**src/pkg/sfr_pkg.sv**
```systemverilog
// Constants, types and encodings for the serial flash reset block.
// Assumes one 25 MHz system clock and pins already synchronous to it.
package sfr_pkg;

  // Configuration area geometry
  localparam int CFG_DEPTH = 8;
  localparam int CFG_WIDTH = 16;
  localparam logic [15:0] CFG_RESET_WORD = 16'h5A00;

  // Commands
  localparam logic [7:0] CMD_WR_STATUS = 8'h01;
  localparam logic [7:0] CMD_START_OP  = 8'h20;
  localparam logic [7:0] CMD_RST_EN    = 8'h66;
  localparam logic [7:0] CMD_RST       = 8'h99;

  // Status field positions inside working word 0
  localparam int STAT_HOLD_SEL = 0;
  localparam int STAT_QUAD_EN  = 1;

  // In-band reset: pulse count and serial input level per pulse
  localparam logic [2:0] INBAND_PULSES = 3'h4;
  localparam logic [3:0] INBAND_SI     = 4'hA;

  // Internal engine run length in cycles
  localparam logic [7:0] OP_CYCLES = 8'h10;

  typedef enum {ST_LOAD, ST_READY} sfr_state_type;
  typedef enum {ENG_IDLE, ENG_BUSY} sfr_eng_type;

  // Host-facing pins, all inputs seen by the device
  typedef struct packed {
    logic       csN;
    logic       sck;
    logic [3:0] io;
  } sfr_pins_type;

endpackage

```
**src/design/sfr_cfg_mem.sv**
```systemverilog
// Nonvolatile configuration area model with a registered read port.
// Assumes reads and writes come from one owner in the same clock domain.
`timescale 1ns/1ns
module sfr_cfg_mem #(
  parameter int WIDTH = sfr_pkg::CFG_WIDTH,
  parameter int DEPTH = sfr_pkg::CFG_DEPTH,
  parameter int AW    = $clog2(DEPTH)
) (
  input  wire logic             sys_clk,
  input  wire logic             resetn,
  input  wire logic             ce,
  input  wire logic [AW-1:0]    rdAddr,
  output logic      [WIDTH-1:0] rdData,
  input  wire logic             wrEn,
  input  wire logic [AW-1:0]    wrAddr,
  input  wire logic [WIDTH-1:0] wrData
);

  logic [WIDTH-1:0] mem_reg [DEPTH];

  // One word per entry, factory contents at power-on
  for (genvar i = 0; i < DEPTH; i++)
  begin : g_word
    always_ff @(posedge sys_clk)
    begin
      if (!resetn)
        mem_reg[i] <= WIDTH'(sfr_pkg::CFG_RESET_WORD + 16'(i));
      else if (ce && wrEn && wrAddr == AW'(i))
        mem_reg[i] <= wrData;
    end
  end

  // Registered read data
  always_ff @(posedge sys_clk)
  begin
    if (!resetn)
      rdData <= '0;
    else if (ce)
      rdData <= mem_reg[rdAddr];
  end

endmodule

```
**src/design/sfr_reset_ctrl.sv**
```systemverilog
// Device-side reset handling: pin, in-band and two-command software reset.
// Assumes pins are synchronous to sys_clk; resetn models power-on reset.
`timescale 1ns/1ns
module sfr_reset_ctrl #(
  parameter int WIDTH = sfr_pkg::CFG_WIDTH,
  parameter int DEPTH = sfr_pkg::CFG_DEPTH,
  parameter int AW    = $clog2(DEPTH)
) (
  input  wire logic                 sys_clk,
  input  wire logic                 resetn,
  input  wire logic                 ce,
  input  sfr_pkg::sfr_pins_type     pins,
  input  wire logic                 engineStall,
  output logic                      devReady,
  output logic                      quadMode,
  output logic                      holdActive,
  output logic                      engineBusy,
  output logic                      fullResetPulse,
  output logic                      softResetPulse,
  output logic [WIDTH-1:0]          workWord0
);

  sfr_pkg::sfr_state_type state_reg, state_next;
  sfr_pkg::sfr_eng_type   eng_reg, eng_next;
  logic [AW:0]      loadIdx_reg, loadIdx_next;
  logic             loadPend_reg, loadPend_next, wrPend_reg, wrPend_next;
  logic [WIDTH-1:0] work_reg [DEPTH], work_next [DEPTH];
  logic [7:0]       shift_reg, shift_next, opCnt_reg, opCnt_next, byteVal;
  logic [3:0]       bitCnt_reg, bitCnt_next, bitStep;
  logic             rstEn_reg, rstEn_next, sckPrev_reg, csPrev_reg;
  logic [2:0]       ibCnt_reg, ibCnt_next;
  logic             ibSi_reg, ibSi_next, ibSck_reg, ibSck_next;
  logic             ibHit, pinReset, fullReq, softReq, memWr;
  logic             sckRise, csFall, csRise, hold, quad, byteDone;
  logic [WIDTH-1:0] rdData, memWrData;
  sfr_cfg_mem #(.WIDTH(WIDTH), .DEPTH(DEPTH), .AW(AW)) u_cfg (
    .sys_clk (sys_clk),
    .resetn  (resetn),
    .ce      (ce),
    .rdAddr  (loadIdx_reg[AW-1:0]),
    .rdData  (rdData),
    .wrEn    (memWr),
    .wrAddr  ('0),
    .wrData  (memWrData)
  );

  // Pin decode and edges
  always_comb
  begin
    quad     = work_reg[0][sfr_pkg::STAT_QUAD_EN];
    sckRise  = pins.sck && !sckPrev_reg;
    csFall   = !pins.csN && csPrev_reg;
    csRise   = pins.csN && !csPrev_reg;
    hold     = work_reg[0][sfr_pkg::STAT_HOLD_SEL] && !quad && !pins.io[3];
    pinReset = !work_reg[0][sfr_pkg::STAT_HOLD_SEL] && !quad
               && !pins.io[3];
  end

  // In-band pattern detector, independent of the command path
  always_comb
  begin
    ibCnt_next = ibCnt_reg;
    ibSi_next  = ibSi_reg;
    ibSck_next = ibSck_reg;
    ibHit      = 1'b0;
    if (csFall)
    begin
      ibSi_next  = pins.io[0];
      ibSck_next = 1'b0;
    end
    if (sckRise)
    begin
      ibSck_next = 1'b1;
      ibCnt_next = '0;
    end
    else if (csRise)
    begin
      if (!ibSck_reg && ibSi_reg == sfr_pkg::INBAND_SI[ibCnt_reg[1:0]])
      begin
        if (ibCnt_reg == sfr_pkg::INBAND_PULSES - 3'h1)
        begin
          ibHit      = 1'b1;
          ibCnt_next = '0;
        end
        else
          ibCnt_next = ibCnt_reg + 3'h1;
      end
      else
        ibCnt_next = '0;
    end
  end

  // Main sequencer, command decoder and internal engine
  always_comb
  begin
    state_next    = state_reg;
    eng_next      = eng_reg;
    loadIdx_next  = loadIdx_reg;
    loadPend_next = 1'b0;
    work_next     = work_reg;
    shift_next    = shift_reg;
    bitCnt_next   = bitCnt_reg;
    rstEn_next    = rstEn_reg;
    wrPend_next   = wrPend_reg;
    opCnt_next    = opCnt_reg;
    memWr         = 1'b0;
    memWrData     = work_reg[0];
    softReq       = 1'b0;
    byteDone      = 1'b0;
    bitStep       = quad ? 4'h4 : 4'h1;
    byteVal       = quad ? {shift_reg[3:0], pins.io}
                         : {shift_reg[6:0], pins.io[0]};
    fullReq       = pinReset || ibHit;
    // Engine runs unless stalled by a fault
    if (eng_reg == sfr_pkg::ENG_BUSY && !engineStall)
    begin
      if (opCnt_reg == 8'h01)
        eng_next = sfr_pkg::ENG_IDLE;
      opCnt_next = opCnt_reg - 8'h01;
    end
    case (state_reg)
      sfr_pkg::ST_LOAD:
      begin
        // Copy configuration words into working registers
        if (loadPend_reg)
          work_next[loadIdx_reg[AW-1:0] - AW'(1)] = rdData;
        if (loadIdx_reg < (AW+1)'(DEPTH))
        begin
          loadIdx_next  = loadIdx_reg + (AW+1)'(1);
          loadPend_next = 1'b1;
        end
        else if (!loadPend_reg)
          state_next = sfr_pkg::ST_READY;
      end
      sfr_pkg::ST_READY:
      begin
        if (pins.csN)
        begin
          bitCnt_next = '0;
          wrPend_next = 1'b0;
        end
        else if (sckRise && !hold)
        begin
          shift_next  = byteVal;
          bitCnt_next = bitCnt_reg + bitStep;
          if (bitCnt_reg + bitStep == 4'h8)
          begin
            byteDone    = 1'b1;
            bitCnt_next = '0;
          end
        end
        if (byteDone && wrPend_reg)
        begin
          // Status byte: working copy and nonvolatile copy
          work_next[0][1:0] = byteVal[1:0];
          memWrData         = {work_reg[0][WIDTH-1:2], byteVal[1:0]};
          memWr             = 1'b1;
          wrPend_next       = 1'b0;
        end
        else if (byteDone)
        begin
          rstEn_next = (byteVal == sfr_pkg::CMD_RST_EN);
          if (byteVal == sfr_pkg::CMD_RST && rstEn_reg)
            softReq = 1'b1;
          else if (byteVal == sfr_pkg::CMD_WR_STATUS)
            wrPend_next = 1'b1;
          else if (byteVal == sfr_pkg::CMD_START_OP
                   && eng_reg == sfr_pkg::ENG_IDLE)
          begin
            eng_next   = sfr_pkg::ENG_BUSY;
            opCnt_next = sfr_pkg::OP_CYCLES;
          end
        end
        if (softReq)
        begin
          // Restart engine and decoder, keep working registers
          eng_next    = sfr_pkg::ENG_IDLE;
          opCnt_next  = '0;
          rstEn_next  = 1'b0;
          wrPend_next = 1'b0;
        end
      end
      default: state_next = sfr_pkg::ST_LOAD;
    endcase
    if (fullReq)
    begin
      // Full reset: everything except the in-band detector and pin edge history restarts and reloads
      state_next   = sfr_pkg::ST_LOAD;
      loadIdx_next = '0;
      loadPend_next = 1'b0;
      eng_next     = sfr_pkg::ENG_IDLE;
      opCnt_next   = '0;
      shift_next   = '0;
      bitCnt_next  = '0;
      rstEn_next   = 1'b0;
      wrPend_next  = 1'b0;
      memWr        = 1'b0;
      softReq      = 1'b0;
    end
  end

  // State registers and outputs
  always_ff @(posedge sys_clk)
  begin
    if (!resetn)
    begin
      state_reg      <= sfr_pkg::ST_LOAD;
      eng_reg        <= sfr_pkg::ENG_IDLE;
      loadIdx_reg    <= '0;
      loadPend_reg   <= 1'b0;
      for (int i = 0; i < DEPTH; i++)
        work_reg[i] <= '0;
      shift_reg      <= '0;
      bitCnt_reg     <= '0;
      rstEn_reg      <= 1'b0;
      wrPend_reg     <= 1'b0;
      opCnt_reg      <= '0;
      sckPrev_reg    <= 1'b0;
      csPrev_reg     <= 1'b1;
      ibCnt_reg      <= '0;
      ibSi_reg       <= 1'b0;
      ibSck_reg      <= 1'b0;
      devReady       <= 1'b0;
      quadMode       <= 1'b0;
      holdActive     <= 1'b0;
      engineBusy     <= 1'b0;
      fullResetPulse <= 1'b0;
      softResetPulse <= 1'b0;
      workWord0      <= '0;
    end
    else if (ce)
    begin
      state_reg      <= state_next;
      eng_reg        <= eng_next;
      loadIdx_reg    <= loadIdx_next;
      loadPend_reg   <= loadPend_next;
      work_reg       <= work_next;
      shift_reg      <= shift_next;
      bitCnt_reg     <= bitCnt_next;
      rstEn_reg      <= rstEn_next;
      wrPend_reg     <= wrPend_next;
      opCnt_reg      <= opCnt_next;
      sckPrev_reg    <= pins.sck;
      csPrev_reg     <= pins.csN;
      ibCnt_reg      <= ibCnt_next;
      ibSi_reg       <= ibSi_next;
      ibSck_reg      <= ibSck_next;
      devReady       <= (state_next == sfr_pkg::ST_READY);
      quadMode       <= work_next[0][sfr_pkg::STAT_QUAD_EN];
      holdActive     <= hold && state_next == sfr_pkg::ST_READY;
      engineBusy     <= (eng_next == sfr_pkg::ENG_BUSY);
      fullResetPulse <= fullReq;
      softResetPulse <= softReq;
      workWord0      <= work_next[0];
    end
  end

  // Checks on reset behaviour
  a_pin_full_reset: assert property (
    @(posedge sys_clk) disable iff (!resetn)
    ce && pinReset |=> fullResetPulse && !devReady)
    else $error("pin reset did not restart device");
  a_hold_no_reset: assert property (
    @(posedge sys_clk) disable iff (!resetn)
    ce && hold && !ibHit |=> !fullResetPulse)
    else $error("hold function caused a reset");
  a_quad_no_pin: assert property (
    @(posedge sys_clk) disable iff (!resetn)
    ce && quad && !ibHit |=> !fullResetPulse)
    else $error("reset pin acted in quad mode");
  a_inband_reset: assert property (
    @(posedge sys_clk) disable iff (!resetn)
    ce && ibHit |=> fullResetPulse && state_reg == sfr_pkg::ST_LOAD)
    else $error("in-band pattern did not reset");
  a_full_reload: assert property (
    @(posedge sys_clk) disable iff (!resetn || !ce)
    fullResetPulse && !fullReq |-> !devReady ##[1:12] devReady)
    else $error("full reset reload did not finish");
  // A pulse frozen by a low enable must not be judged against stale history
  a_soft_pair: assert property (
    @(posedge sys_clk) disable iff (!resetn)
    $past(ce) && softResetPulse
    |-> $past(rstEn_reg) && $past(byteVal) == 8'h99)
    else $error("software reset without enable pair");
  a_soft_iface: assert property (
    @(posedge sys_clk) disable iff (!resetn)
    ce && state_reg != sfr_pkg::ST_READY |=> !softResetPulse)
    else $error("software reset while interface down");
  a_soft_restart: assert property (
    @(posedge sys_clk) disable iff (!resetn)
    softResetPulse |-> !engineBusy && devReady)
    else $error("software reset left engine busy");
  a_soft_keeps: assert property (
    @(posedge sys_clk) disable iff (!resetn)
    softResetPulse |-> workWord0 == $past(workWord0))
    else $error("software reset altered working word");

endmodule

```
**config.mk**
```make
export PLATFORM = sky130hd
export DESIGN_NAME = sfr_reset_ctrl
export DESIGN_NICKNAME = d
export VERILOG_FILES = /design/src/pkg/sfr_pkg.sv /design/src/design/sfr_cfg_mem.sv /design/src/design/sfr_reset_ctrl.sv
export SDC_FILE = /design/constraint.sdc
export NUM_CORES = 1
export LEC_CHECK = 0
export ABC_AREA = 1
export BUFFER_PORTS_ARGS = -buffer_cell sky130_fd_sc_hd__buf_2
export CORE_MARGIN = 3
export CORE_UTILIZATION = 61
export DETAILED_ROUTE_END_ITERATION = 10
export PLACE_DENSITY = 0.79
export SLEW_MARGIN = 20
export SYNTH_ARGS = -nofsm -noshare
export SYNTH_HDL_FRONTEND = slang
export SYNTH_SLANG_ARGS = --single-unit
```
**constraint.sdc**
```tcl
create_clock -name sys_clk -period 3.45 [get_ports sys_clk]
set_input_delay 0.1725 -clock sys_clk [delete_from_list [all_inputs] [get_ports sys_clk]]
set_output_delay 0.1725 -clock sys_clk [all_outputs]
set_load 0.02 [all_outputs]
```
---- Yosys cells after proc, flatten, opt, wreduce, memory -nomap -nowiden ----
Memories as Yosys holds them, arrays and structs flattened. A register that Yosys moved wholly into a read port is not among the register bits.
Index checks and enable logic that the tools add are counted.
operators by class
  multiplexer cells ....................... 91
  divide/modulo/power cells ............... 0
  add/sub/neg operators ................... 5
  eq/ne operators ......................... 16
  bitwise logic cells ..................... 2
  reduce and logical (&&, ||, !) cells .... 48
  order comparisons ....................... 4
  shifts and indexed selects .............. 0
  $mul .................................... 0
operators by type and width
  operator                                               count
  2-to-1 mux 32 bit                                      13
  bitwise mux 128 bit                                    1
  2-to-1 mux 114 bit                                     1
  equality test 32 x 2 -> 1 bit (second input constant)  3
  2-to-1 mux 8 bit                                       10
  zero test 32 bit                                       2
  case mux 32 bit (2 select lines)                       1
  demux 16 bit (select 3 bit)                            1
  2-to-1 mux 1 bit                                       40
  equality test 32 x 1 -> 1 bit (second input constant)  1
  2-to-1 mux 16 bit                                      2
  2-to-1 mux 4 bit                                       8
  2-to-1 mux 7 bit                                       4
  equality test 8 x 1 -> 1 bit (second input constant)   2
  logical AND 1 bit                                      16
  2-to-1 mux 3 bit                                       5
  nonzero test 2 bit                                     7
  AND reduction 4 bit                                    3
  zero test 1 bit                                        10
  AND reduction 3 bit                                    3
  equality test 8 x 6 -> 1 bit (second input constant)   1
  equality test 8 x 7 -> 1 bit (second input constant)   1
  equality test 8 bit (second input constant)            1
  AND reduction 2 bit                                    4
  other kinds (22)                                       26
word-level totals
  latch bits .............................. 0
  ROM bits ................................ 0
  word-level logic and storage cells ...... 196
  RAM bits ................................ 128
  bits of input ports ..................... 10
  flip-flop bits (word level) ............. 230
  output and inout bits ................... 22
  memories ................................ 1
memories
  name           words  bits a word  read ports  clocked after Yosys merged registers in  write ports  RTL line           RTL
  u_cfg.mem_reg  8      16           1           1                                        8            sfr_cfg_mem.sv:19  logic [WIDTH-1:0] mem_reg [DEPTH];

---- Depth between registers and ports, before layout ----
Gate-level depths: netlist of run 1.
  word-level depth ........................ 17
  gate-level depth with buffers ........... 17
  mapped depth without buffers ............ 17

---- Modules after synthesis ----
Synthesis of run 1 repeated with hierarchy kept, for this count alone.
second synthesis, totals
  cell total of the unflattened synthesis .. 1,505
  area total of the unflattened synthesis .. 12,258.0 µm²
by module, submodules not included
  module          area an instance (µm²)  seq. area each (µm²)  cells each  times used
  sfr_cfg_mem     6,752.7                 4,164.0               766         1
  sfr_reset_ctrl  5,505.3                 2,362.3               739         1

---- Worst setup path after synthesis of run 1 ----
No wires, ideal clock.
  kind .................................... flip-flop to flip-flop
  start point ............................. register work_reg (netlist bit quad)
  end point ............................... memory u_cfg.mem_reg[0][0] (netlist name) (enable)
  buffers on the path ..................... 0
  setup slack ............................. 0.787 ns
  data required time ...................... 3.078 ns
  cell stages (with the launch flop) ...... 11
  setup time .............................. 0.372 ns
  clock period less this slack ............ 2.663 ns
  arrival ................................. 2.291 ns
  cells stage by stage .................... dfxtp_1 inv_2 ha_1 ha_1 nor2_1 nand3_1 nor2_2 nand2_1 nor4_4 nand2_1 nand2_1
RTL lines
  item                      RTL line               RTL
  start: declaration        sfr_reset_ctrl.sv:27   logic [WIDTH-1:0] work_reg [DEPTH], work_next [DEPTH];
  start signal: assignment  sfr_reset_ctrl.sv:237  work_reg <= work_next;
  end: declaration          sfr_cfg_mem.sv:19

==> results of run 1 <==
## kinds of logic (layout without fill, tap and decap cells)
family | count (synthesis) | count (layout) | synth area share [%]
and+or+nand+nor | 409 | 409 | 27.08
xor gates and xnor gates | 7 | 7 | 0.9364
adders and majority gates | 8 | 8 | 1.529
buffers and inverters | 142 | 160 | 9.421
AOI/OAI and AO/OA | 148 | 148 | 12.73
DFF | 150 | 150 | 48.31
## what timing repair did
item,in CTS,in global routing
buffers inserted,0,0
hold buffers,2,0
endpoints found under the hold margin,3,0
## stage by stage
step | util [%] | setup WS [ns] | hold WS (ns)
after floorplan | - | 0.7869 | 0.3109
after global placement | 64.06 | 0.8485 | 0.4216
after detailed placement | 64.06 | 0.6344 | 0.4191
after CTS | 69.79 | 0.5916 | 0.02106
after global routing | 69.82 | 0.4225 | 0.05431
final | 69.82 | 0.6114 | 0.04932
## report_power, final
| group | internal, mW | switching, mW | total [mW] |
|---|---|---|---|
| clock | 1.10 | 0.686 | 1.79 |
| combinational | 0.0616 | 0.165 | 0.227 |
| sequential | 1.79 | 0.0189 | 1.81 |
## final timing paths
path / startpoint / endpoint / slack (ns) / cells past startpoint
hold / removal: pins[3] / holdActive / 0.05 / 4
hold reg to reg: state_reg[19] / state_reg[19] / 0.43 / 2
setup reg to reg: quad / u_cfg.mem_reg[0][11] / 0.61 / 10
setup / recovery: quad / u_cfg.mem_reg[0][11] / 0.61 / 10
## worst max-delay path, cell delays in order, from the launching register on
cell	delay, ns
dfxtp_1	0.34
inv_2	0.08
ha_1	0.23
ha_1	0.31
nor2_1	0.09
nand3_1	0.16
nor2_2	0.16
nand2_1	0.11
nor4_4	0.31
nand2_1	0.16
nand2_1	0.50
## final cells by class
type / count / area (sq um)
flip-flops and latches: 150 / 3163
clock buffers: 23 / 478.0
fillers: 830 / 3129
multi-input cells: 572 / 2768
inverters: 91 / 341.6
clock inverters: 7 / 96.34
well taps: 136 / 170.2
repair buffers: 39 / 224.0
## routing by layer
| metal | up-vias | GRT usage (%) | routed length (um) |
|---|---|---|---|
| li1 | 2814 | - | - |
| met1 | 2654 | 30.10 | 6103 |
| met2 | 168 | 43.20 | 7045 |
| met3 | 23 | 6.283 | 767 |
| met4 | 0 | 9.172 | 216 |
| met5 | - | 0 | 0 |
## Yosys cell counts, types with 2 or more instances
cell type	n	share of area [%]
o21ai_0	55	4.2
dfxtp_1	134	41
o21ai_1	2	0.15
nor2_1	149	8.5
a211oi_1	8	0.92
xor2_1	6	0.80
inv_2	4	0.23
buf_6	3	0.52
buf_1	2	0.11
nand3_2	2	0.31
o2111ai_1	3	0.40
nand2_2	9	0.86
clkinv_1	2	0.11
nand3_1	35	2.7
nor2_2	7	0.67
o211ai_1	2	0.23
nand4_1	19	1.8
inv_1	85	4.9
a21oi_1	59	4.5
clkbuf_1	27	1.5
a31oi_1	4	0.38
ha_1	8	1.5
nand3b_1	3	0.34
buf_2	4	0.31
o41ai_1	6	0.80
nor3_1	15	1.1
or2_2	4	0.38
nand2_1	158	9.1
buf_4	15	1.7
edfxtp_1	16	7.3
a32oi_1	2	0.27
a21oi_2	2	0.27
nor4_1	3	0.29
==> flow_summary.ini, run 1 <==
[synth]
synth_edf_count = 16
ys_types = 44
synth_fp_nets = 882
syn_area_per_cell_sq_um = 7.578
synth_ff_type = dfxtp_1
synth-seq-cells = 150
synthCells = 864
synth-seq-area-share_pct = 48.31
async_reset_ff_share_pct = 0
synth_area_sq_um = 6548
synth_warnings = 0

[layout]
stdcell_count = 1018
nets = 889
syn2layout_area_growth_pct = 10.59
final_common_cell = nand2_1
drive_above_1_share_pct = 11.22
antenna_cells = 0
final_cell_mix = nand2_1, nor2_1, dfxtp_1
final_area_sq_um = 7241

[grt]
grt_pass1_vias = 5290
grt_pass1_wl_mm = 23.67
track_usage_pct = 25.01
overflow = 0
grt_max_degree = 111
antenna_found_initial = 0

[critical_path]
arrival_ns = 3.00
start_kind = register
critPathRequiredTime_ns = 3.62
cp_max_fo = 16
crit_type = register to register
end_kind = register

[sta]
final_hold_viol_count = 0
setup_viol = 0
max-slew-margin-rel_pct = 40.90
finClkSkew_ns = 0.01184
layout_min_cycle_time_ns = 2.839
rsz0062_at_grt = no
tns_ns = 0
finalMaxSlewViolations = 0
worst_slew_pin_slew_ns = 0.8836
period_share_pct = 82.28
fmax_ghz = 0.3523

[cts]
cts_tree = yes
htreeDepth = 4
clk_pin_slew_ns = 0.06
clk_latency_ns = 0.54
clkSinkCount = 150
cts_buffers = 17
cts-root-buf = clkbuf_8
clockBufferDepth = 2
cts_resized = 0

[power]
irDropWorstVdd_v = 0.0004284
power.density_nw_per_um2 = 528.2
power_mw = 3.824
p_leak_nw = 2.948

[placed_design]
placed_cell_area_sq_um = 6643
io_buffers = 31
dp_hpwl_mm = 9.398
dp_cells = 986
gp_congestion = 0.9251

[detailed_routing]
wl_mm = 14.13
drt-pass1-iter-count = 5
vias = 5659
drt-initial-drc-count = 547
via_per_inst = 5.559
ant_nets = 0
drc = 0
wl_per_cell_um = 13.88

[floorplanning]
dieArea_sq_um = 12010
die_y_um = 109.6
row_count = 37
start_util_pct = 63.14
io_pins = 32
coreArea_sq_um = 10370
die_w_um = 109.6

[run]
cap_violations = 0

[worst_hold_path]
hold_path_class = input pin to register

[status]
status = completed
No activity file was read; power rests on OpenSTA's default activity.
==> run 2, diff against run 1 <==
--- a/config.mk
+++ b/config.mk
@@ -8,9 +8,9 @@
 export ABC_AREA = 1
 export BUFFER_PORTS_ARGS = -buffer_cell sky130_fd_sc_hd__buf_2
 export CORE_MARGIN = 3
-export CORE_UTILIZATION = 61
+export CORE_UTILIZATION = 55
 export DETAILED_ROUTE_END_ITERATION = 10
-export PLACE_DENSITY = 0.79
+export PLACE_DENSITY = 0.76
 export SLEW_MARGIN = 20
 export SYNTH_ARGS = -nofsm -noshare
 export SYNTH_HDL_FRONTEND = slang
==> constraint.sdc (replaced) <==
create_clock -name sys_clk -period 2.3 [get_ports sys_clk]
set_input_delay 0.115 -clock sys_clk [delete_from_list [all_inputs] [get_ports sys_clk]]
set_output_delay 0.115 -clock sys_clk [all_outputs]
set_load 0.02 [all_outputs]
==> run 2 against run 1 <==
Global-route usage decreased by 2.4 points. First-iteration DRC count down 14%. Clock skew down 0.0024 ns. Clock power increased by 54%. Via count decreased by 1.9%. Routed wire length up 2.1%. Power grew 54%. Register-to-register slack got worse by 0.53 ns. Utilization shrank 4.0 points. Final cell count increased by 2.7%. Design area rose by 4.7%. Worst setup slack worse by 0.53 ns. Critical path type unchanged. Largest power group is now clock.
==> flow_summary.ini, run 2 (synthesized netlist as in run 1, its figures left out) <==
[sta]
setup_viol = 0
max-slew-margin-rel_pct = 63.69
worst_slew_pin_slew_ns = 0.5427
rsz0062_at_grt = yes
layout_min_cycle_time_ns = 2.219
finClkSkew_ns = 0.009404
finalMaxSlewViolations = 0
period_share_pct = 96.46
fin_ws_ns = 0.08138
final_hold_viol_count = 0
fmax_ghz = 0.4507

[layout]
nets = 907
final_cell_mix = nand2_1, nor2_1, dfxtp_1
final_common_cell = nand2_1
antenna_cells = 0
nFillCells = 959
drive_above_1_share_pct = 15.52
syn2layout_area_growth_pct = 15.75

[detailed_routing]
ant_nets = 0
wl_per_cell_um = 13.80
drt-pass1-iter-count = 5
vias = 5554
drt-initial-drc-count = 468
via_per_inst = 5.315
drc = 0
wl_mm = 14.42

[placed_design]
place_ws_ns = 0.07421
gp_congestion = 0.8990
io_buffers = 31
dp_hpwl_mm = 9.155

[critical_path]
arrival_ns = 2.52
cp_max_fo = 6
rrSetupSlack_ns = 0.08
critPathRequiredTime_ns = 2.60
crit_type = register to register
end_kind = register
start_kind = register

[floorplanning]
row_count = 39
start_util_pct = 56.86
dieArea_sq_um = 13250
io_pins = 32
die_w_um = 115.1
coreArea_sq_um = 11520
die_y_um = 115.1

[power]
irDropWorstVdd_v = 0.0005802
p_leak_nw = 3.088
power.density_nw_per_um2 = 775.1
power_mw = 5.874

[grt]
overflow = 0
grt_pass1_wl_mm = 24.01
track_usage_pct = 22.58
antenna_found_initial = 0
grt_pass1_vias = 5106
grt_max_degree = 111

[cts]
cts_buffers = 17
clkSinkCount = 150
htreeDepth = 4
clk_pin_slew_ns = 0.06
clockBufferDepth = 2
clk_latency_ns = 0.43
cts_tree = yes
cts-root-buf = clkbuf_16

[run]
cap_violations = 0

[worst_hold_path]
hold_path_class = input pin to register

[status]
status = completed
==> run 2: changes by cell type in the layout (fill, tap and decap cells not counted), sizes merged <==
cell,before,now
dlygate4sd3,2,0
inv,90,91
buf,37,55
clkinv,3,6
==> run 2: timing repair <==
item | CTS | global route
setup endpoints to repair | 0 | 24
hold buffers | 0 | 0
hold endpoints to repair | 0 | 0
gates resized for setup | 0 | 22
buffers inserted | 0 | 6
==> run 2: final timing paths <==
path	start	endpoint	cells after the start
setup / recovery	quad	eng_reg[5]	13
hold / removal	pins[0]	shift_reg[0]	3
setup reg to reg	quad	eng_reg[5]	13
hold reg to reg	state_reg[19]	state_reg[19]	2
==> run 2: layer usage <==
metal,wire [um],up-vias,global-route usage (%),part of all wire (%)
li1,-,2853,-,-
met1,6804,2558,29.81,47
met2,6748,121,36.30,47
met3,617,22,6.053,4.3
met4,252,0,7.042,1.7
met5,0,-,0,0
==> run 2: metrics by stage <==
step | hold WS, ns | instance area (sq um) | utilization, % | cells | setup TNS (ns)
finish | 0.02146 | 7579 | 65.81 | 1045 | 0
detailed placement | 0.4253 | 6819 | 59.21 | 1005 | 0
floorplan | 0.2534 | 6574 | - | 864 | 0
global route | 0.02985 | 7579 | 65.81 | 1045 | -0.2454
CTS | 0.009341 | 7403 | 64.29 | 1037 | 0
global placement | 0.4216 | 6819 | 59.21 | 1005 | 0
==> run 2: area by class of cell <==
cell class,count,area [sq um],area share (%)
clock buffer,21,461.7,6.092
clock inverter,11,122.6,1.618
inverter,91,345.3,4.557
multi-input combinational,572,2867,37.82
sequential,150,3168,41.80
tap,143,178.9,2.361
timing repair buffer,57,435.4,5.745
==> run 2: critical path, cell delays in order, from the launching register on <==
cell and delay [ns]:
dfxtp_4 0.38, inv_4 0.04, ha_4 0.16, ha_4 0.22
nor2_4 0.09, nand3_2 0.11, nor2_4 0.14, nand3_2 0.09
nor2_4 0.18, a21oi_4 0.11, buf_12 0.15, buf_4 0.12
o21ai_0 0.22, nor2_1 0.06
==> run 2: report_power, final <==
part,total [mW],internal [mW],switching [mW]
registers,2.72,2.68,0.0318
logic,0.404,0.140,0.265
clock network,2.75,1.66,1.09
